$ cat src/rtl/fault_reply_pkg.sv
// Purpose: constants and carriers for the failure notice reply framer
// Assumes: 32-bit frame words, one word per output beat
// Notes: offsets are byte offsets within the reply frame
`default_nettype none
package fault_reply_pkg;
  // ----------------------------------------------------------------
  // Header flags and versions
  // ----------------------------------------------------------------
  localparam logic [7:0] FLAGS_FAIL_REPLY = 8'hE0; // Reply, Fail, Final
  localparam logic [7:0] MAX_VERSION = 8'h01;
  localparam logic [7:0] MIN_VERSION = 8'h01;
  localparam logic [15:0] NO_TIME_LIMIT = 16'hFFFF;
  localparam logic [7:0] NOTICE_SIZE_32 = 8'h09; // words
  localparam logic [7:0] NOTICE_SIZE_64 = 8'h0B;
  localparam logic [7:0] REPORT_SIZE = 8'h05;
  // ----------------------------------------------------------------
  // Word offsets (bytes), 32-bit / 64-bit context
  // ----------------------------------------------------------------
  localparam logic [5:0] OFS_TAG_32 = 6'h0C;
  localparam logic [5:0] OFS_TAG_64 = 6'h10;
  localparam logic [5:0] OFS_STATUS_32 = 6'h10;
  localparam logic [5:0] OFS_STATUS_64 = 6'h18;
  localparam logic [5:0] OFS_UNIT_32 = 6'h14;
  localparam logic [5:0] OFS_UNIT_64 = 6'h1C;
  localparam logic [5:0] OFS_PTR_LO_32 = 6'h1C;
  localparam logic [5:0] OFS_PTR_LO_64 = 6'h24;
  localparam logic [5:0] OFS_PTR_HI_32 = 6'h20;
  localparam logic [5:0] OFS_PTR_HI_64 = 6'h26;
  // ----------------------------------------------------------------
  // Severity bits and failure reasons
  // ----------------------------------------------------------------
  localparam int SEV_FORMAT = 0;
  localparam int SEV_ROUTE = 1;
  localparam int SEV_STATE = 2;
  localparam int SEV_CONGEST = 3;
  localparam logic [7:0] FR_SUSPENDED = 8'h81;
  localparam logic [7:0] FR_TERMINATED = 8'h82;
  localparam logic [7:0] FR_CONGESTION = 8'h83;
  localparam logic [7:0] FR_DELIVERY = 8'h84;
  localparam logic [7:0] FR_STATE = 8'h85;
  localparam logic [7:0] FR_AGE_TIMEOUT = 8'h86;
  localparam logic [7:0] FR_ROUTING = 8'h87;
  localparam logic [7:0] FR_BAD_VERSION = 8'h88;
  localparam logic [7:0] FR_BAD_INIT_TAG = 8'h8F;
  localparam logic [7:0] FR_UNKNOWN = 8'hFF;
  localparam logic [7:0] FUNC_FAILED_REPLY_REPORT = 8'h00; // arbitrary value
  // ----------------------------------------------------------------
  // Carriers
  // ----------------------------------------------------------------
  typedef struct packed {
    logic is_reply;
    logic ctx64;
    logic from_driver;
    logic [7:0] original_function_code;
    logic [11:0] initiator_addr;
    logic [11:0] target_addr;
    logic [63:0] initiator_tag;
    logic [7:0] failure_reason;
    logic [15:0] failing_host_unit;
    logic [11:0] failing_processor_ident;
    logic [15:0] delivery_time_limit;
    logic [63:0] frame_ref;
  } fail_req_t;
  typedef enum logic [1:0] {
    ST_IDLE = 2'b00,
    ST_XLATE = 2'b01,
    ST_EMIT = 2'b11
  } state_t;
endpackage
`default_nettype wire

$ cat src/rtl/fault_reply_builder.sv
// Purpose: builds failure notice replies and failed reply report requests
// Assumes: failure events come from logic on the same clock
// Notes: driver handles are turned into frame addresses via a lookup port
//
// Operation
// - Failed delivery or processing makes a failure notice back to the initiator.
// - A failed reply gets a report request to its sender, never a reply.
// - Header flags carry Reply, Fail and Final set.
// - Function field repeats the original function code.
// - Transaction tag word is zero, at 12 or 16.
// - Status word follows header, at 16 or 24.
// - Max supported version is 01h; min reports oldest supported.
// - Severity bits: format, route, state block, congestion.
// - Transport reasons 81h to 87h and FFh.
// - Header validation reasons 88h to 8Fh.
// - Word at 20 or 28 holds host unit and processor ident.
// - Delivery time limit in microseconds; FFFFh means none.
// - Last two words are saved frame pointer low then high.
// - Saved frame belongs to the inbound message queue.
// - Driver handles are translated to inbound frame addresses, except in failed reply reports.
`default_nettype none
module fault_reply_builder (
  // Clock and reset
  input wire logic i_clk,
  input wire logic i_rst_n,
  // Failure event
  input wire logic i_fail_valid,
  input wire fault_reply_pkg::fail_req_t i_fail,
  output logic o_fail_ready,
  // Handle translation to inbound frame address
  output logic o_xlate_req,
  output logic [63:0] o_xlate_handle,
  input wire logic i_xlate_done,
  input wire logic [63:0] i_xlate_frame,
  // Reply word stream
  output logic o_word_valid,
  output logic [31:0] o_word,
  output logic [5:0] o_word_offset,
  output logic o_word_last,
  input wire logic i_word_ready
);
  // ----------------------------------------------------------------
  // State
  // ----------------------------------------------------------------
  typedef struct packed {
    fault_reply_pkg::state_t st;
    fault_reply_pkg::fail_req_t req;
    logic [3:0] idx;
    logic [31:0] word;
    logic [5:0] ofs;
    logic last;
  } regs_t;
  regs_t r;
  regs_t next_r;

  function automatic logic [7:0] severity_of(input logic [7:0] reason);
    logic [7:0] s;
    s = 8'h00;
    unique case (reason)
      fault_reply_pkg::FR_CONGESTION: s[fault_reply_pkg::SEV_CONGEST] = 1'b1;
      fault_reply_pkg::FR_SUSPENDED,
      fault_reply_pkg::FR_STATE,
      fault_reply_pkg::FR_AGE_TIMEOUT: s[fault_reply_pkg::SEV_STATE] = 1'b1;
      fault_reply_pkg::FR_TERMINATED,
      fault_reply_pkg::FR_DELIVERY,
      fault_reply_pkg::FR_ROUTING,
      fault_reply_pkg::FR_UNKNOWN: s[fault_reply_pkg::SEV_ROUTE] = 1'b1;
      default: s[fault_reply_pkg::SEV_FORMAT] = 1'b1;
    endcase
    return s;
  endfunction

  // Word contents at position idx; both layouts handled here
  function automatic logic [38:0] word_at(input fault_reply_pkg::fail_req_t q,
                                          input logic [3:0] i);
    logic [31:0] w;
    logic [31:0] sw;
    logic [5:0] o;
    logic l;
    w = 32'h0000_0000;
    sw = {q.failure_reason, severity_of(q.failure_reason),
          fault_reply_pkg::MAX_VERSION, fault_reply_pkg::MIN_VERSION};
    o = {i, 2'b00};
    l = 1'b0;
    if (q.is_reply) begin
      unique case (i)
        4'h0: w = {8'h00, fault_reply_pkg::REPORT_SIZE, 8'h00, 8'h00};
        4'h1: w = {fault_reply_pkg::FUNC_FAILED_REPLY_REPORT, q.target_addr,
                   q.initiator_addr};
        4'h2: w = q.initiator_tag[31:0];
        4'h3: w = 32'h0000_0000;
        default: begin
          w = q.frame_ref[31:0];
          l = 1'b1;
        end
      endcase
    end else begin
      unique case (i)
        4'h0: w = {8'h00, q.ctx64 ? fault_reply_pkg::NOTICE_SIZE_64
                   : fault_reply_pkg::NOTICE_SIZE_32,
                   fault_reply_pkg::FLAGS_FAIL_REPLY, 8'h01};
        4'h1: w = {q.original_function_code, q.initiator_addr, q.target_addr};
        4'h2: w = q.initiator_tag[31:0];
        4'h3: begin
          w = q.ctx64 ? q.initiator_tag[63:32] : 32'h0000_0000;
          o = q.ctx64 ? 6'h0C : fault_reply_pkg::OFS_TAG_32;
        end
        4'h4: begin
          // Short layout has no tag high half, so the status word lands here
          w = q.ctx64 ? 32'h0000_0000 : sw;
          o = q.ctx64 ? fault_reply_pkg::OFS_TAG_64 : fault_reply_pkg::OFS_STATUS_32;
        end
        4'h5: begin
          w = sw;
          o = q.ctx64 ? fault_reply_pkg::OFS_STATUS_64 : fault_reply_pkg::OFS_UNIT_32;
          if (!q.ctx64) begin
            w = {q.failing_host_unit, 4'h0, q.failing_processor_ident};
          end
        end
        4'h6: begin
          o = q.ctx64 ? fault_reply_pkg::OFS_UNIT_64 : 6'h18;
          w = q.ctx64 ? {q.failing_host_unit, 4'h0, q.failing_processor_ident}
              : {16'h0000, q.delivery_time_limit};
        end
        4'h7: begin
          o = q.ctx64 ? 6'h20 : fault_reply_pkg::OFS_PTR_LO_32;
          w = q.ctx64 ? {16'h0000, q.delivery_time_limit} : q.frame_ref[31:0];
        end
        4'h8: begin
          o = q.ctx64 ? fault_reply_pkg::OFS_PTR_LO_64 : fault_reply_pkg::OFS_PTR_HI_32;
          w = q.ctx64 ? q.frame_ref[31:0] : q.frame_ref[63:32];
          l = !q.ctx64;
        end
        default: begin
          o = fault_reply_pkg::OFS_PTR_HI_64;
          w = q.frame_ref[63:32];
          l = 1'b1;
        end
      endcase
    end
    return {o, l, w};
  endfunction

  // ----------------------------------------------------------------
  // Next state
  // ----------------------------------------------------------------
  logic [38:0] cur;
  logic [3:0] first_idx;
  always_comb begin
    next_r = r;
    first_idx = 4'h0;
    cur = word_at(r.req, r.idx);
    unique case (r.st)
      fault_reply_pkg::ST_IDLE: begin
        if (i_fail_valid) begin
          next_r.req = i_fail;
          next_r.idx = first_idx;
          next_r.st = (i_fail.from_driver && !i_fail.is_reply)
                      ? fault_reply_pkg::ST_XLATE : fault_reply_pkg::ST_EMIT;
        end
      end
      fault_reply_pkg::ST_XLATE: begin
        if (i_xlate_done) begin
          next_r.req.frame_ref = i_xlate_frame;
          next_r.st = fault_reply_pkg::ST_EMIT;
        end
      end
      fault_reply_pkg::ST_EMIT: begin
        {next_r.ofs, next_r.last, next_r.word} = cur;
        if (i_word_ready) begin
          if (cur[32]) begin
            next_r.st = fault_reply_pkg::ST_IDLE;
          end else begin
            next_r.idx = r.idx + 4'h1;
          end
        end
      end
      default: next_r.st = fault_reply_pkg::ST_IDLE;
    endcase
  end

  always_ff @(posedge i_clk) begin
    if (!i_rst_n) begin
      r <= '0;
    end else begin
      r <= next_r;
    end
  end

  // ----------------------------------------------------------------
  // Outputs
  // ----------------------------------------------------------------
  assign o_fail_ready = (r.st == fault_reply_pkg::ST_IDLE);
  assign o_xlate_req = (r.st == fault_reply_pkg::ST_XLATE);
  assign o_xlate_handle = r.req.frame_ref;
  assign o_word_valid = (r.st == fault_reply_pkg::ST_EMIT);
  assign o_word = cur[31:0];
  assign o_word_offset = cur[38:33];
  assign o_word_last = cur[32];

  // ----------------------------------------------------------------
  // Checks
  // ----------------------------------------------------------------
  a_flags_set: assert property (@(posedge i_clk) disable iff (!i_rst_n)
    (o_word_valid && !r.req.is_reply && r.idx == 4'h0) |-> o_word[15:13] == 3'b111)
    else $error("failure reply flags wrong");
  a_func_copy: assert property (@(posedge i_clk) disable iff (!i_rst_n)
    (o_word_valid && !r.req.is_reply && r.idx == 4'h1)
    |-> o_word[31:24] == r.req.original_function_code)
    else $error("function code not copied");
  a_tag_zero: assert property (@(posedge i_clk) disable iff (!i_rst_n)
    (o_word_valid && !r.req.is_reply
     && ((r.req.ctx64 && r.idx == 4'h4) || (!r.req.ctx64 && r.idx == 4'h3)))
    |-> o_word == 32'h0000_0000)
    else $error("transaction tag not zero");
  a_max_version: assert property (@(posedge i_clk) disable iff (!i_rst_n)
    (o_word_valid && !r.req.is_reply && o_word_offset == (r.req.ctx64 ? 6'h18 : 6'h10))
    |-> o_word[15:8] == 8'h01 && o_word[31:24] == r.req.failure_reason)
    else $error("status word wrong");
  a_congest_sev: assert property (@(posedge i_clk) disable iff (!i_rst_n)
    (o_word_valid && o_word_offset == 6'h10 && !r.req.ctx64 && !r.req.is_reply
     && r.req.failure_reason == 8'h83) |-> o_word[19:16] == 4'h8)
    else $error("congestion severity wrong");
  a_xlate_ptr: assert property (@(posedge i_clk) disable iff (!i_rst_n)
    (o_xlate_req && i_xlate_done) |=> (o_word_valid && r.req.frame_ref == $past(i_xlate_frame)))
    else $error("handle not translated");
  a_event_taken: assert property (@(posedge i_clk) disable iff (!i_rst_n)
    (o_fail_ready && i_fail_valid) |=> !o_fail_ready)
    else $error("failure event lost");
  a_reply_no_flags: assert property (@(posedge i_clk) disable iff (!i_rst_n)
    (o_word_valid && r.req.is_reply && r.idx == 4'h0) |-> o_word[15:8] == 8'h00)
    else $error("failed reply answered with reply");
endmodule // fault_reply_builder
`default_nettype wire

$ cat config.mk
export PLATFORM = sky130hd
export DESIGN_NAME = fault_reply_builder
export DESIGN_NICKNAME = d
export VERILOG_FILES = /design/src/rtl/fault_reply_pkg.sv /design/src/rtl/fault_reply_builder.sv
export SDC_FILE = /design/constraint.sdc
export NUM_CORES = 1
export LEC_CHECK = 0
export ABC_AREA = 1
export BUFFER_PORTS_ARGS = -buffer_cell sky130_fd_sc_hd__buf_2
export CORE_MARGIN = 5
export CORE_UTILIZATION = 47
export CTS_CLUSTER_SIZE = 40
export DETAILED_ROUTE_END_ITERATION = 6
export HOLD_SLACK_MARGIN = 0.12
export PLACE_DENSITY = 0.78
export SETUP_SLACK_MARGIN = 0.05
export SKIP_LAST_GASP = 1
export SLEW_MARGIN = 20
export SYNTH_ARGS = -nofsm -noshare
export SYNTH_HDL_FRONTEND = slang
export SYNTH_SLANG_ARGS = --single-unit
$ cat constraint.sdc
create_clock -name i_clk -period 1.98 [get_ports i_clk]
set_clock_uncertainty 0.1 [all_clocks]
set_input_delay 0.198 -clock i_clk [delete_from_list [all_inputs] [get_ports i_clk]]
set_output_delay 0.198 -clock i_clk [all_outputs]
set_load 0.02 [all_outputs]
==> results of run 1 <==
==> state kept, by name, indices dropped and copies added, names as in the netlist <==
name / cells
r: 156
o_xlate_handle: 64
==> worst paths after layout <==
check / start / end
max: r[40] / o_word[2]
min: i_fail[68] / r[111]
max reg2reg: r[39] / r[258]
min reg2reg: r[167] / r[167]
==> placed cells by master (no fill, tap or decap), drive strengths merged <==
master and instances:
clkinv 6, clkinvlp 2, o31ai 23, nor3 1, o221ai 10, o22ai 30, o211ai 5, clkbuf 34
nand3 134, buf 552, bufinv 4, a211oi 1, nor2 229, ha 4, a22o 7, nand2 327
inv 131, dlygate4sd3 283, conb 1, o2111ai 3, diode 3, nand4 12, dfxtp 220, bufbuf 1
a21boi 1, a221oi 1, o21ai 308, a21oi 95, a31oi 65
==> area by class of cell <==
type / count / area share (%)
antenna: 3 / 0.0383
clock buffer: 33 / 3.55
clock inverter: 13 / 0.945
inverter: 130 / 2.68
multi-input combinational: 1257 / 34.2
sequential: 220 / 22.5
tap: 330 / 2.11
timing repair buffer: 837 / 33.9
==> worst reg2reg max path, delay by kind of cell, from the launching register on <==
kind / cells / cell delay, ns
AO/OA/AOI/OAI: 2 / 0.32
adder cells (fa/ha/maj): 1 / 0.19
buffers and inverters: 4 / 0.51
flip-flops: 1 / 0.41
AND/OR/NAND/NOR: 6 / 0.59
==> power groups by stage <==
stage | combinational, mW | sequential (mW) | clock, mW
2_1_floorplan | 5.98 | 5.83 | 0
3_3_place_gp | 9.64 | 6.21 | 0
3_5_place_dp | 9.68 | 6.23 | 0
4_1_cts | 11.4 | 6.19 | 4.99
5_1_grt | 13.2 | 6.33 | 5.20
6_report | 12.7 | 6.32 | 5.05
==> logic make-up after synthesis <==
family | count (synthesis) | synth area share [%]
other | 1 | 0.0311
flip-flops | 220 | 36.6
AND/OR/NAND/NOR | 703 | 24.8
AO/OA/AOI/OAI | 549 | 25.3
buffers and inverters | 325 | 13.0
adder cells (fa/ha/maj) | 4 | 0.415
==> layer usage <==
metal  part of all wire (%)  global-route usage (%)  up-vias
met5                      0                       0        -
met4                    9.2                    31.4        0
met3                     13                    11.9      424
met2                     44                    69.2     1608
met1                     34                    53.3     7798
li1                       -                       -     7360
==> through the flow <==
stage                     setup TNS, ns  setup WS [ns]  power, mW  instance area (sq um)  hold WS (ns)
final                            -27.22         -0.764       24.1                  19600         0.314
after global routing             -30.17         -0.808       24.8                  19600         0.342
after CTS                        -24.52         -0.685       22.6                  19200         0.311
after detailed placement         -11.19         -0.396       15.9                  14800         0.328
after global placement           -10.25         -0.370       15.9                  14800         0.319
after floorplan                       0         0.0516       11.8                  12200         0.233
==> what timing repair did <==
action                                  in CTS  in global routing
gates resized for setup                    138                 80
buffers inserted                             7                  8
hold buffers                               283                  0
gates cloned                                 3                  1
pin swaps                                    8                 23
endpoints found under the setup margin      49                121
endpoints found under the hold margin      220                  0
==> run_results.csv, run 1 <==
group,metric,value,unit
placement,portBuffers,388,
critical_path,cp_slowest_cell,"dfxtp_4",
critical_path,critPathLaunchType,"flip-flop",
critical_path,endpoint_kind,"output port",
layout,stdcell_count,2823,
global_routing,grt_antenna_before_repair,4,
yosys,ys_warn_count,0,
yosys,yosysSeqAreaShare,36.6,%
sta,maxSlewHeadroom,52.9,%
power,p_sw,10.7,mW
floorplanning,initial_core_util,47.8,%
yosys,synth_top_cell_by_area,"dfxtp_1",
route,vias,17190,
cts,cts_buffers,25,
global_routing,gr-total-overflow,0,
critical_path,worstPathArrival,2.45,ns
yosys,synth_cells,1802,
layout,ff_latch_area,4410,sq um
route,drtIter0Drc,2791,
critical_path,cp_max_fo,19,
route,wl_per_cell,24.4,um
run_status,status,"finished with violations",
yosys,yosys-top-cells-count,"nand2_1, o21ai_0, nor2_1",
critical_path,crit_chain,"buf_6 > ha_4 > nand2_2 > buf_12 > o22ai_1 > nor2_1 > o21ai_0 > o21ai_1 > nand3_2 > buf_6",
critical_path,r2r_cells,13,
critical_path,max_stage_delay,0.35,ns
critical_path,crit_cells,10,
global_routing,grt_usage,44.5,%
layout,fin_util,77.8,%
yosys,ys_ff_latch,220,
yosys,synth_edf_count,0,
layout,syn_to_final_growth,62.7,%
power,seq_power_share,26.2,%
layout,fillerInstances,1644,
power,p_leak,8.80,nW
global_routing,grt_first_pass_wirelength,99500,um
yosys,netlist_area,12000,sq um
route,detail-route-antenna-nets,0,
yosys,synthArstFlopShare,0,%
sta,period_share,139,%
sta,min_period,2.74,ns
yosys,ys_types,42,
sta,worst_slew_pin_slew,0.707,ns
placement,hpwl,43500,um
cts,numClockSinks,220,
route,drt_pre_antenna_iters,7,
cts,clock-root-buffer,"clkbuf_16",
power,intPower,13.4,mW
sta,setup_slack,-0.764,ns
yosys,syn_area_per_cell,6.69,sq um
layout,nets,2759,
layout,drive_gt1_share,30.1,%
hold_path,holdPathStages,4,
floorplanning,ios,390,
yosys,ys.flop_type,"dfxtp_1",
route,drc,56,
placement,numPlacedInstances,2472,
sta,setup_viol,45,
power,ir_drop,0.878,mV
floorplanning,die-area,28900,sq um
critical_path,path_class,"flip-flop to output port",
power,power_frac_comb,52.8,%
sta,hold_viol,0,
power,swShare,44.4,%
cts,htreeDepth,1,
critical_path,regToRegSetupSlack,-0.24,ns
critical_path,cp.required,1.68,ns
run,drv_cap,0,
global_routing,grt_max_degree,87,
yosys,synth_area_leaders,"dfxtp_1, o21ai_0, nand2_1",
floorplanning,core-area,25200,sq um
critical_path,critPathMostFrequentCell,"buf_6",
route,drt-total-wl,68800,um
hold_path,min-delay-path-class,"input port to flip-flop",
floorplanning,core.rowCount,58,
power,clkPwrFrac,20.9,%
sta,rsz0062_at_grt,"yes",
cts,cts_tree,"yes",
sta,clock.fmax,364,MHz
layout,multiInputGateArea,6710,sq um
global_routing,grt_pass1_vias,16856,
cts,clockBufferDepth,3,
critical_path,crit_family,"buffers and inverters",
placement,gp_congestion,1.04,
cts,path_clk_slew,0.07,ns
route,via_per_inst,6.09,
run_status,violations,"DRC, setup timing",
yosys,syn_nets,2090,
yosys,synth_top_area_share,36.6,%
power,p_per_area,1230,nW/um^2
sta,drv_slew,0,
floorplanning,die_x,170,um
floorplanning,die_h,170,um
yosys,synth_most_common_cell,"nand2_1",
critical_path,crit_buf_inv,3,
cts,clk_latency,0.55,ns
No activity file was read; power rests on OpenSTA's default activity.
==> run 2: changes to the inputs <==
- CORE_ASPECT_RATIO: default -> 1.1
- CORE_UTILIZATION: 47 -> 52
- PLACE_DENSITY: 0.78 -> 0.82
- clock period: 1.98 -> 3.1 ns (I/O delays scaled with it)
==> run 2 against run 1 <==
Effect of this change:
- the flow finishes with violations (DRC)
- power fell by 46%
- via count is 4.7% lower
- critical path depth is 1 higher
- clock power is 46% lower
- sequential power shrank 35%
- final cell count is 5.6% lower
- sequential cell count unchanged
- die area down 9.1%
- non-clock buffer count fell by 120
- largest cell class unchanged
==> run_results.csv, run 2 (synthesis gave the netlist of run 1 again) <==
group,metric,value,unit
run_status,status,"finished with violations",
run_status,violations,"DRC",
sta,drv_slew,0,
cts,numClockSinks,220,
layout,final_area,17400,sq um
floorplanning,ios,390,
cts,cts_buffers,23,
placement,gp_congestion,1.02,
route,drt_pre_antenna_iters,7,
power,p_per_area,753,nW/um^2
layout,nets,2637,
cts,htreeDepth,1,
floorplanning,initial_core_util,52.7,%
sta,period_share,97.8,%
cts,clk_latency,0.54,ns
critical_path,cp.required,2.69,ns
layout,layout_common_cells,"buf_2, nand2_1, o21ai_0",
cts,clockBufferDepth,3,
sta,finalSetupTns,0,ns
route,via_per_inst,6.15,
floorplanning,core.rowCount,58,
sta,setup_viol,0,
floorplanning,die_h,170,um
sta,clock.fmax,330,MHz
layout,regMostFlops,"r",
hold_path,min_from,"i_fail[119]",
global_routing,grt_first_pass_wirelength,93500,um
placement,hpwl,41000,um
critical_path,cp_max_fo,10,
floorplanning,die-area,26300,sq um
global_routing,grt_usage,45.6,%
sta,fin_hold_ws,0.155,ns
power,p_total,13.1,mW
route,detail-route-antenna-nets,0,
global_routing,gr-total-overflow,0,
sta,rsz0062_at_grt,"yes",
cts,path_clk_slew,0.06,ns
global_routing,grt_pass1_vias,15850,
floorplanning,core-area,22900,sq um
critical_path,critPathLaunchType,"flip-flop",
critical_path,startpoint,"r[42]",
sta,maxSlewHeadroom,33.2,%
critical_path,worstPathArrival,2.62,ns
sta,min_period,3.03,ns
power,ir_drop,0.446,mV
layout,syn_to_final_growth,44.7,%
sta,worst_slew_pin_slew,1.00,ns
critical_path,path_class,"flip-flop to output port",
run,drv_cap,0,
hold_path,min-delay-path-class,"input port to flip-flop",
placement,place_area,13600,sq um
power,p_leak,7.84,nW
route,wl_per_cell,23.6,um
cts,cts_tree,"yes",
critical_path,worstReg2RegStart,"r[259]",
layout,layout_commonest_cell,"buf_2",
layout,drive_gt1_share,22.9,%
global_routing,grt_antenna_before_repair,3,
sta,hold_viol,0,
route,vias,16384,
route,drc,4,
layout,largest_register_ffs,156,
critical_path,endpoint_kind,"output port",
floorplanning,die_x,155,um
route,drt-total-wl,62900,um
cts,clock-root-buffer,"clkbuf_16",
global_routing,grt_max_degree,141,
route,drtIter0Drc,2383,
placement,portBuffers,388,
[run 2: final timing paths]
path                        endpoint  slack [ns]  cells past startpoint
setup / recovery          o_word[20]        0.07                     11
hold / removal                r[162]        0.16                      3
setup reg to reg  o_xlate_handle[45]        0.33                      8
hold reg to reg               r[167]        0.38                      2
[run 2: final cells by class]
type	instances	area, sq um
inverters	130	520
well taps	300	375
multi-input cells	1257	6220
clock inverters	8	88.8
flip-flops and latches	220	4420
fillers	1557	5420
diodes	1	2.50
repair buffers	717	5180
clock buffers	31	636
[run 2: what timing repair did]
| action | in CTS | in global routing |
|---|---|---|
| gates resized for setup | 21 | 18 |
| hold buffers | 278 | 0 |
| buffers inserted | 7 | 15 |
| pin swaps | 1 | 3 |
| hold endpoints to repair | 214 | 0 |
| setup endpoints to repair | 34 | 23 |
[run 2: worst max-delay path, stage by stage, from the launching register on]
cell     delay (ns)
dfxtp_1        0.54
inv_4          0.15
nand3_4        0.17
inv_4          0.09
o21ai_4        0.33
inv_2          0.12
buf_4          0.16
nand2_1        0.09
nand3_1        0.09
nand2_1        0.07
nand3_1        0.09
buf_2          0.18
[run 2: layer usage]
metal  part of all wire [%]  track usage [%]
met5                  0.075                0
met4                    8.1             29.3
met3                     12             10.2
met2                     45             73.7
met1                     35             54.8
[run 2: per-stage QoR]
step / util, % / setup WS, ns / std cells
finish: 76.3 / 0.0690 / 2664
global route: 76.3 / 0.0378 / 2664
CTS: 75.4 / 0.0913 / 2648
detailed placement: 59.5 / 0.354 / 2324
global placement: 59.5 / 0.291 / 2324
floorplan: - / 0.834 / 1802
[run 2: power by group]
| part | switching (mW) | total [mW] | leakage, nW | internal [mW] |
|---|---|---|---|---|
| clock | 1.22 | 2.75 | 0.351 | 1.53 |
| sequential | 0.691 | 4.11 | 1.82 | 3.42 |
| combinational | 4.15 | 6.28 | 5.66 | 2.13 |
| total | 6.05 | 13.1 | 7.84 | 7.08 |
